File: src/mmpt_pkg.sv
// Shared constants and types for the multi mode process timer
package mmpt_pkg;

    localparam int MIN_W = 10;
    localparam int SEC_W = 6;

    localparam logic [MIN_W-1:0] MIN_MAX = 10'h3E7;
    localparam logic [SEC_W-1:0] SEC_MAX = 6'h3B;
    localparam logic [MIN_W-1:0] MIN_RST = 10'h000;
    localparam logic [SEC_W-1:0] SEC_RST = 6'h00;

    localparam int MODE_W = 3;
    localparam logic [MODE_W-1:0] MODE_OFF = 3'h0;
    localparam logic [MODE_W-1:0] MODE_EDGE_PULSE = 3'h1;
    localparam logic [MODE_W-1:0] MODE_ON_DELAY = 3'h2;
    localparam logic [MODE_W-1:0] MODE_ONE_SHOT = 3'h3;
    localparam logic [MODE_W-1:0] MODE_HOLD_ON = 3'h4;
    localparam logic [MODE_W-1:0] MODE_RST = MODE_OFF;

    typedef enum logic [1:0] {
        ST_IDLE,
        ST_TIMING,
        ST_ACTIVE
    } mmpt_state_e;

    function automatic logic [MIN_W-1:0] mmpt_clamp_min(input logic [MIN_W-1:0] m);
        mmpt_clamp_min = (m > MIN_MAX) ? MIN_MAX : m;
    endfunction

    function automatic logic [SEC_W-1:0] mmpt_clamp_sec(input logic [SEC_W-1:0] s);
        mmpt_clamp_sec = (s > SEC_MAX) ? SEC_MAX : s;
    endfunction

endpackage

File: src/mmpt_mmss_if.sv
// Control and value bundle of one minutes:seconds counter
`timescale 1ns/1ps
interface mmpt_mmss_if;
    import mmpt_pkg::*;
    logic [MIN_W-1:0] min;
    logic [SEC_W-1:0] sec;
    logic load;
    logic [MIN_W-1:0] load_min;
    logic [SEC_W-1:0] load_sec;
    logic clr;
    logic inc;
    logic dec;

    modport ctrl (
        output load,
        output load_min,
        output load_sec,
        output clr,
        output inc,
        output dec,
        input min,
        input sec
    );

    modport cnt (
        input load,
        input load_min,
        input load_sec,
        input clr,
        input inc,
        input dec,
        output min,
        output sec
    );
endinterface

File: src/mmpt_mmss_counter.sv
// Minutes:seconds counter with load, clear, count down and count up
`timescale 1ns/1ps
module mmpt_mmss_counter
    import mmpt_pkg::*;
(
    input wire logic clock,
    input wire logic reset_n,
    mmpt_mmss_if.cnt tc
);

    logic [MIN_W-1:0] min_r;
    logic [SEC_W-1:0] sec_r;
    logic is_zero;
    logic is_max;

    assign is_zero = (min_r == MIN_RST) && (sec_r == SEC_RST);
    assign is_max = (min_r == MIN_MAX) && (sec_r == SEC_MAX);
    assign tc.min = min_r;
    assign tc.sec = sec_r;

    // Load beats clear beats count; down stops at 00:00, up at 999:59
    always_ff @(posedge clock or negedge reset_n) begin
        if (!reset_n) begin
            min_r <= MIN_RST;
            sec_r <= SEC_RST;
        end else if (tc.load) begin
            min_r <= mmpt_clamp_min(tc.load_min);
            sec_r <= mmpt_clamp_sec(tc.load_sec);
        end else if (tc.clr) begin
            min_r <= MIN_RST;
            sec_r <= SEC_RST;
        end else if (tc.dec && !is_zero) begin
            if (sec_r == SEC_RST) begin
                sec_r <= SEC_MAX;
                min_r <= min_r - 10'h001;
            end else begin
                sec_r <= sec_r - 6'h01;
            end
        end else if (tc.inc && !is_max) begin
            if (sec_r == SEC_MAX) begin
                sec_r <= SEC_RST;
                min_r <= min_r + 10'h001;
            end else begin
                sec_r <= sec_r + 6'h01;
            end
        end
    end

endmodule // mmpt_mmss_counter

File: src/mmpt_timer.sv
// Multi mode process timer: pulse, on delay, one shot and minimum on
`timescale 1ns/1ps
module mmpt_timer
    import mmpt_pkg::*;
#(
    parameter int MINUTE_WIDTH = MIN_W,
    parameter int SECOND_WIDTH = SEC_W
)(
    input wire logic clock,
    input wire logic reset_n,
    input wire logic [MODE_W-1:0] timer_type,
    input wire logic [MIN_W-1:0] wr_min,
    input wire logic [SEC_W-1:0] wr_sec,
    input wire logic wr_duration,
    input wire logic tick_1s,
    input wire logic trigger_in,
    output logic timer_out,
    output logic triggered_flag,
    output logic [MIN_W-1:0] set_min,
    output logic [SEC_W-1:0] set_sec,
    output logic [MIN_W-1:0] remain_min,
    output logic [SEC_W-1:0] remain_sec,
    output logic [MIN_W-1:0] elapsed_min,
    output logic [SEC_W-1:0] elapsed_sec
);

    // Ports and counters are sized by the package widths
    if (MINUTE_WIDTH != MIN_W) begin : g_bad_minute_width
        $error("mmpt_timer: MINUTE_WIDTH must stay at 10 bits");
    end
    if (SECOND_WIDTH != SEC_W) begin : g_bad_second_width
        $error("mmpt_timer: SECOND_WIDTH must stay at 6 bits");
    end

    // Remaining time, loaded from the set duration or a one shot write
    mmpt_mmss_if rem_if();
    // Elapsed time, counted up while timing
    mmpt_mmss_if ela_if();

    mmpt_mmss_counter u_remain (
        .clock(clock),
        .reset_n(reset_n),
        .tc(rem_if.cnt)
    );

    mmpt_mmss_counter u_elapsed (
        .clock(clock),
        .reset_n(reset_n),
        .tc(ela_if.cnt)
    );

    // Registered state and outputs, with their combinational next values
    mmpt_state_e state_r;
    mmpt_state_e state_nxt;
    logic [MODE_W-1:0] mode_r;
    logic trig_d_r;
    logic out_r;
    logic out_nxt;
    logic flag_r;
    logic flag_nxt;
    logic [MIN_W-1:0] set_min_r;
    logic [SEC_W-1:0] set_sec_r;

    // Decoded conditions
    logic rise;
    logic fall;
    logic rem_zero;
    logic ela_zero;
    logic ela_done;
    // Write data clamped to 999:59
    logic [MIN_W-1:0] wr_min_c;
    logic [SEC_W-1:0] wr_sec_c;
    logic wr_nonzero;
    logic mode_chg;
    logic [MIN_W+SEC_W-1:0] rem_mmss;
    logic [MIN_W+SEC_W-1:0] ela_mmss;
    logic [MIN_W+SEC_W-1:0] set_mmss;

    // Edges against the registered input
    assign rise = trigger_in && !trig_d_r;
    assign fall = !trigger_in && trig_d_r;
    // A new mode code restarts the timer
    assign mode_chg = (timer_type != mode_r);
    // Packed minutes:seconds views; seconds never pass 59, so order is kept
    assign rem_mmss = {rem_if.min, rem_if.sec};
    assign ela_mmss = {ela_if.min, ela_if.sec};
    assign set_mmss = {set_min_r, set_sec_r};
    assign rem_zero = (rem_mmss == {MIN_RST, SEC_RST});
    assign ela_zero = (ela_mmss == {MIN_RST, SEC_RST});
    // Reached, not only equal: a shorter set duration still ends the hold
    assign ela_done = (ela_mmss >= set_mmss);
    assign wr_min_c = mmpt_clamp_min(wr_min);
    assign wr_sec_c = mmpt_clamp_sec(wr_sec);
    assign wr_nonzero = (wr_min_c != MIN_RST) || (wr_sec_c != SEC_RST);

    // Input history for edge detection
    always_ff @(posedge clock or negedge reset_n) begin
        if (!reset_n) begin
            trig_d_r <= 1'b0;
        end else begin
            trig_d_r <= trigger_in;
        end
    end

    // Last seen mode; a change restarts the timer
    always_ff @(posedge clock or negedge reset_n) begin
        if (!reset_n) begin
            mode_r <= MODE_RST;
        end else begin
            mode_r <= timer_type;
        end
    end

    // Set duration, written at any moment
    always_ff @(posedge clock or negedge reset_n) begin
        if (!reset_n) begin
            set_min_r <= MIN_RST;
            set_sec_r <= SEC_RST;
        end else if (wr_duration) begin
            set_min_r <= wr_min_c;
            set_sec_r <= wr_sec_c;
        end
    end

    // Next state, outputs and counter commands per mode
    always_comb begin
        state_nxt = state_r;
        out_nxt = out_r;
        flag_nxt = flag_r;
        rem_if.load = 1'b0;
        rem_if.load_min = set_min_r;
        rem_if.load_sec = set_sec_r;
        rem_if.clr = 1'b0;
        rem_if.dec = 1'b0;
        rem_if.inc = 1'b0;
        ela_if.load = 1'b0;
        ela_if.load_min = MIN_RST;
        ela_if.load_sec = SEC_RST;
        ela_if.clr = 1'b0;
        ela_if.dec = 1'b0;
        ela_if.inc = 1'b0;
        // One cycle of clearing on every mode change
        if (mode_chg) begin
            state_nxt = ST_IDLE;
            out_nxt = 1'b0;
            flag_nxt = 1'b0;
            rem_if.clr = 1'b1;
            ela_if.clr = 1'b1;
        end else begin
            case (timer_type)
                // Pulse: every rise restarts the period
                MODE_EDGE_PULSE: begin
                    if (rise) begin
                        rem_if.load = 1'b1;
                        ela_if.clr = 1'b1;
                        state_nxt = ST_TIMING;
                        out_nxt = 1'b1;
                        flag_nxt = 1'b1;
                    end else if (state_r == ST_TIMING) begin
                        if (rem_zero) begin
                            state_nxt = ST_IDLE;
                            out_nxt = 1'b0;
                            flag_nxt = 1'b0;
                        end else if (tick_1s) begin
                            rem_if.dec = 1'b1;
                            ela_if.inc = 1'b1;
                        end
                    end
                end
                // On delay: a low input abandons the wait
                MODE_ON_DELAY: begin
                    if (!trigger_in) begin
                        state_nxt = ST_IDLE;
                        out_nxt = 1'b0;
                        flag_nxt = 1'b0;
                    end else if (rise) begin
                        rem_if.load = 1'b1;
                        ela_if.clr = 1'b1;
                        state_nxt = ST_TIMING;
                        out_nxt = 1'b0;
                        flag_nxt = 1'b1;
                    end else if (state_r == ST_TIMING) begin
                        if (rem_zero) begin
                            state_nxt = ST_ACTIVE;
                            out_nxt = 1'b1;
                        end else if (tick_1s) begin
                            rem_if.dec = 1'b1;
                            ela_if.inc = 1'b1;
                        end
                    end
                end
                // One shot: a write beats a tick in the same cycle
                MODE_ONE_SHOT: begin
                    if (wr_duration) begin
                        rem_if.load = 1'b1;
                        rem_if.load_min = wr_min_c;
                        rem_if.load_sec = wr_sec_c;
                        ela_if.clr = 1'b1;
                        state_nxt = wr_nonzero ? ST_TIMING : ST_IDLE;
                        flag_nxt = wr_nonzero;
                    end else if (state_r == ST_TIMING) begin
                        if (rem_zero) begin
                            state_nxt = ST_IDLE;
                            flag_nxt = 1'b0;
                        end else if (trigger_in && tick_1s) begin
                            rem_if.dec = 1'b1;
                            ela_if.inc = 1'b1;
                        end
                    end
                    // Gate acts on the output at once, on the count only at ticks
                    out_nxt = (state_nxt == ST_TIMING) && trigger_in;
                end
                // Minimum on: counting starts only once the input falls
                MODE_HOLD_ON: begin
                    if (rise) begin
                        out_nxt = 1'b1;
                        ela_if.clr = 1'b1;
                        state_nxt = ST_ACTIVE;
                    end else if (fall && out_r) begin
                        state_nxt = ST_TIMING;
                    end else if (state_r == ST_TIMING) begin
                        if (ela_done) begin
                            out_nxt = 1'b0;
                            state_nxt = ST_IDLE;
                        end else if (tick_1s) begin
                            ela_if.inc = 1'b1;
                        end
                    end
                    // Flag follows the elapsed value one cycle late
                    flag_nxt = !ela_zero;
                end
                // Off and unused codes ignore the input
                default: begin
                    state_nxt = ST_IDLE;
                    out_nxt = 1'b0;
                    flag_nxt = 1'b0;
                end
            endcase
        end
    end

    // Mode state
    always_ff @(posedge clock or negedge reset_n) begin
        if (!reset_n) begin
            state_r <= ST_IDLE;
        end else begin
            state_r <= state_nxt;
        end
    end

    // Timer output
    always_ff @(posedge clock or negedge reset_n) begin
        if (!reset_n) begin
            out_r <= 1'b0;
        end else begin
            out_r <= out_nxt;
        end
    end

    // Triggered flag
    always_ff @(posedge clock or negedge reset_n) begin
        if (!reset_n) begin
            flag_r <= 1'b0;
        end else begin
            flag_r <= flag_nxt;
        end
    end

    // Outputs straight from registers
    assign timer_out = out_r;
    assign triggered_flag = flag_r;
    assign set_min = set_min_r;
    assign set_sec = set_sec_r;
    assign remain_min = rem_if.min;
    assign remain_sec = rem_if.sec;
    assign elapsed_min = ela_if.min;
    assign elapsed_sec = ela_if.sec;

endmodule // mmpt_timer

File: config.mk
export PLATFORM = sky130hd
export DESIGN_NAME = mmpt_timer
export DESIGN_NICKNAME = d
export VERILOG_FILES = /design/src/mmpt_pkg.sv /design/src/mmpt_mmss_if.sv /design/src/mmpt_mmss_counter.sv /design/src/mmpt_timer.sv
export SDC_FILE = /design/constraint.sdc
export NUM_CORES = 1
export LEC_CHECK = 0
export BUFFER_PORTS_ARGS = -buffer_cell sky130_fd_sc_hd__buf_2
export CAP_MARGIN = 40
export CORE_UTILIZATION = 48
export CTS_BUF_LIST = sky130_fd_sc_hd__clkbuf_16
export DETAILED_ROUTE_END_ITERATION = 6
export HOLD_SLACK_MARGIN = 0.08
export PLACE_DENSITY_LB_ADDON = 0.05
export SLEW_MARGIN = 20
export SYNTH_ARGS = -nofsm -noshare
export SYNTH_HDL_FRONTEND = slang
export SYNTH_SLANG_ARGS = --single-unit
File: constraint.sdc
create_clock -name clock -period 4.3 [get_ports clock]
set_clock_uncertainty 0.15 [all_clocks]
set_input_delay 0.43 -clock clock [delete_from_list [all_inputs] [get_ports clock]]
set_output_delay 0.43 -clock clock [all_outputs]
set_load 0.01 [all_outputs]
==> flow_summary.json <==
{
  "multiInputGateArea_um2": 2470,
  "cp_max_fo": 14,
  "rsz0062_at_grt": "no",
  "worstMarginPinSlew_ns": 0.771,
  "p_per_area_nw_per_um2": 280,
  "grt_pass1_wl_um": 20000,
  "cts_buffer_depth": 2,
  "start_util_pct": 49.7,
  "core_um2": 8260,
  "maxCapViolations": 0,
  "synth_seq_cells": 56,
  "finalCoreUtilization_pct": 57.5,
  "setup_viol": 0,
  "pwr-share-comb_pct": 20.0,
  "hold_violations": 0,
  "wire_per_inst_um": 18.5,
  "antenna_found_initial": 0,
  "min_from": "trigger_in",
  "total_power_mw": 1.33,
  "final_cell_mix": "buf_2 (73), dfrtp_1 (56), nand2_1 (50)",
  "final_nets": 608,
  "num_antenna_cells": 0,
  "yosys_warnings": 0,
  "rows": 33,
  "design_area_um2": 4740,
  "crit_chain": "inv_1 > ha_1 > nand2b_1 > a2111oi_0 > a2111oi_0 > or4_1 > and2_4 > or4b_1 > a21oi_1",
  "min_path_type": "primary input to flop",
  "syn_nets": 542,
  "gp_congestion": 0.987,
  "reg2reg_depth": 9,
  "critPathArrivalTime_ns": 3.46,
  "path_buf_inv": 1,
  "via_count": 4071,
  "viasPerCell": 6.11,
  "period_minus_slack_ns": 3.38,
  "cp-start-kind": "flop",
  "cp_top_family": "simple AND/OR/NAND/NOR gates",
  "hpwlAfterDp_um": 9360,
  "clk_pin_slew_ns": 0.07,
  "required_ns": 4.37,
  "run_status": "finished, final reports clean",
  "crit_slowest_cell": "or4_1",
  "fin_crit_sh_pct": 78.7,
  "switching_share_pct": 30.3,
  "drt-pass1-iter-count": 5,
  "drv_slew": 0,
  "synth.avg_cell_area_um2": 8.30,
  "grt_max_degree": 57,
  "seqCellArea_um2": 1400,
  "worst_path_most_repeated_cell": "a2111oi_0",
  "setup.worst_path.start": "u_elapsed.tc.sec[0]$_DFFE_PN0P_",
  "hold_path_depth": 1,
  "ant_nets": 0,
  "die_area_um2": 8920,
  "crit_path_max_incr_delay_ns": 0.69,
  "chipHeight_um": 94.4,
  "drt-initial-drc-count": 208,
  "fmax_mhz": 296,
  "numClockSinks": 56,
  "slew_headroom_pct": 48.4,
  "worstSetupPathType": "flop to flop",
  "cts_tree": "built",
  "rr_startpoint": "u_elapsed.tc.sec[0]$_DFFE_PN0P_",
  "power.leakage_nw": 2.20,
  "gr-usage-all-layers_pct": 29.0,
  "routed_wl_um": 12300,
  "clock_latency_ns": 0.30,
  "cp_num_cells": 9,
  "cts_setup_buffers": 0,
  "vdd_drop_max_uv": 174,
  "drive_above_1_share_pct": 17.3,
  "crit_path_end_kind": "flop",
  "synth_cell_types": 70,
  "async_reset_ff_share_pct": 100,
  "mostFrequentLayoutCell": "buf_2",
  "placed_area_um2": 4540,
  "synth-main-ff-cell": "dfrtp_1",
  "syn-cell-area_um2": 4100,
  "p_clk_share_pct": 36.0,
  "finalSetupTns_ns": 0,
  "grt_pass1_vias": 3919,
  "die_x_um": 94.4,
  "p_int_mw": 0.925,
  "pin_count": 74,
  "numCtsBuffers": 5,
  "seqPwrFrac_pct": 44.0,
  "htree_levels": 2,
  "io_buffers": 73,
  "switching_power_mw": 0.403,
  "overflow": 0,
  "clockRootBuffer": "clkbuf_16",
  "ys_seq_area_share_pct": 34.2,
  "synth_edf_count": 0,
  "drc": 0,
  "syn_inst": 494,
  "n_fill_cell": 781,
  "layout-area-overhead-vs-synth_pct": 15.7
}
-- what timing repair did --
item | CTS | global route
hold endpoints to repair | 0 | 11
setup endpoints to repair | 0 | 0
hold buffers | 0 | 1
resized for setup | 0 | 0
-- final timing paths --
| check | endpoint | slack, ns |
|---|---|---|
| max | u_elapsed.tc.sec[4]$_DFFE_PN0P_ | 0.92 |
| min | trig_d_r$_DFF_PN0_ | 0.18 |
| max reg2reg | u_elapsed.tc.sec[4]$_DFFE_PN0P_ | 0.92 |
| min reg2reg | triggered_flag$_DFFE_PN0P_ | 0.40 |
| max in group asynchronous | u_elapsed.tc.sec[0]$_DFFE_PN0P_ | 3.08 |
| min in group asynchronous | u_remain.tc.min[7]$_DFFE_PN0P_ | 0.44 |
-- logic make-up after synthesis --
group	count (synthesis)	synth area share, %
flops	56	34.2
compound gates	131	21.6
buf+inv	56	5.52
simple gates	203	25.8
mux	11	2.72
xor+xnor	13	2.78
fa+ha+maj	24	7.32
-- sequential cells by signal, summed over array words and instances (netlist names) --
name	flops
u_elapsed.tc.min	10
u_elapsed.tc.sec	6
trig_d_r	1
triggered_flag	1
u_remain.tc.sec	6
state_r	2
timer_out	1
u_remain.tc.min	10
set_sec	6
mode_r	3
set_min	10
-- final cells by class --
type	count	area share, %
Timing Repair Buffer	80	9.28
Tap cell	105	2.77
Multi-Input combinational cell	382	52.1
Inverter	35	2.77
Clock buffer	5	2.64
Sequential cell	56	29.5
Clock inverter	3	0.897
-- power groups by stage --
stage	logic, mW	registers (mW)	clock network (mW)
6_report	0.266	0.584	0.478
2_1_floorplan	0.151	0.595	0
5_1_grt	0.299	0.588	0.504
3_5_place_dp	0.258	0.594	0
4_1_cts	0.260	0.583	0.483
3_3_place_gp	0.253	0.593	0
-- through the flow --
stage                     hold slack (ns)  setup WS [ns]  cells
after CTS                           0.161          0.893    664
final                               0.184          0.916    666
after floorplan                   -0.0156           1.24    494
after global placement              0.363           1.05    656
after global routing                0.182          0.728    666
after detailed placement            0.382          0.916    656
-- per-layer routing --
layer,share of wire (%),up-vias,wire [µm],global-route usage (%)
li1,-,1955,-,-
met1,45,1960,5540,39.7
met2,47,137,5860,47.7
met3,5.1,19,626,3.14
met4,2.5,0,306,9.62
met5,0,-,0,0
-- synth_stat cells, types with 5 or more instances --
| cell | n | area, µm² |
|---|---|---|
| dfrtp_1 | 56 | 1400 |
| nand2_1 | 50 | 188 |
| nor2_1 | 41 | 154 |
| a21oi_1 | 36 | 180 |
| inv_1 | 35 | 131 |
| ha_1 | 24 | 300 |
| nand3_1 | 24 | 120 |
| o21ai_0 | 24 | 120 |
| clkbuf_1 | 15 | 56.3 |
| nand4_1 | 14 | 87.6 |
| mux2i_1 | 10 | 100 |
| nor3_1 | 10 | 50.1 |
| nor4_1 | 9 | 56.3 |
| nor2b_1 | 7 | 43.8 |
| xnor2_1 | 7 | 61.3 |
| a211oi_1 | 6 | 45.0 |
| nor3b_1 | 6 | 45.0 |
| o211ai_1 | 6 | 45.0 |
| o21a_1 | 6 | 45.0 |
| o31ai_1 | 6 | 45.0 |
| xor2_1 | 6 | 52.6 |
| and2_1 | 5 | 31.3 |
| and3_1 | 5 | 31.3 |
| o22ai_1 | 5 | 31.3 |
-- worst reg2reg max path, delay by kind of cell, from the launching register on --
| family | cells | cell delay [ns] |
|---|---|---|
| flip-flops | 1 | 0.43 |
| adder cells (fa/ha/maj) | 1 | 0.27 |
| AO/OA/AOI/OAI | 3 | 0.76 |
| buffers and inverters | 1 | 0.09 |
| AND/OR/NAND/NOR | 4 | 1.61 |
No activity file was read; power rests on OpenSTA's default activity.
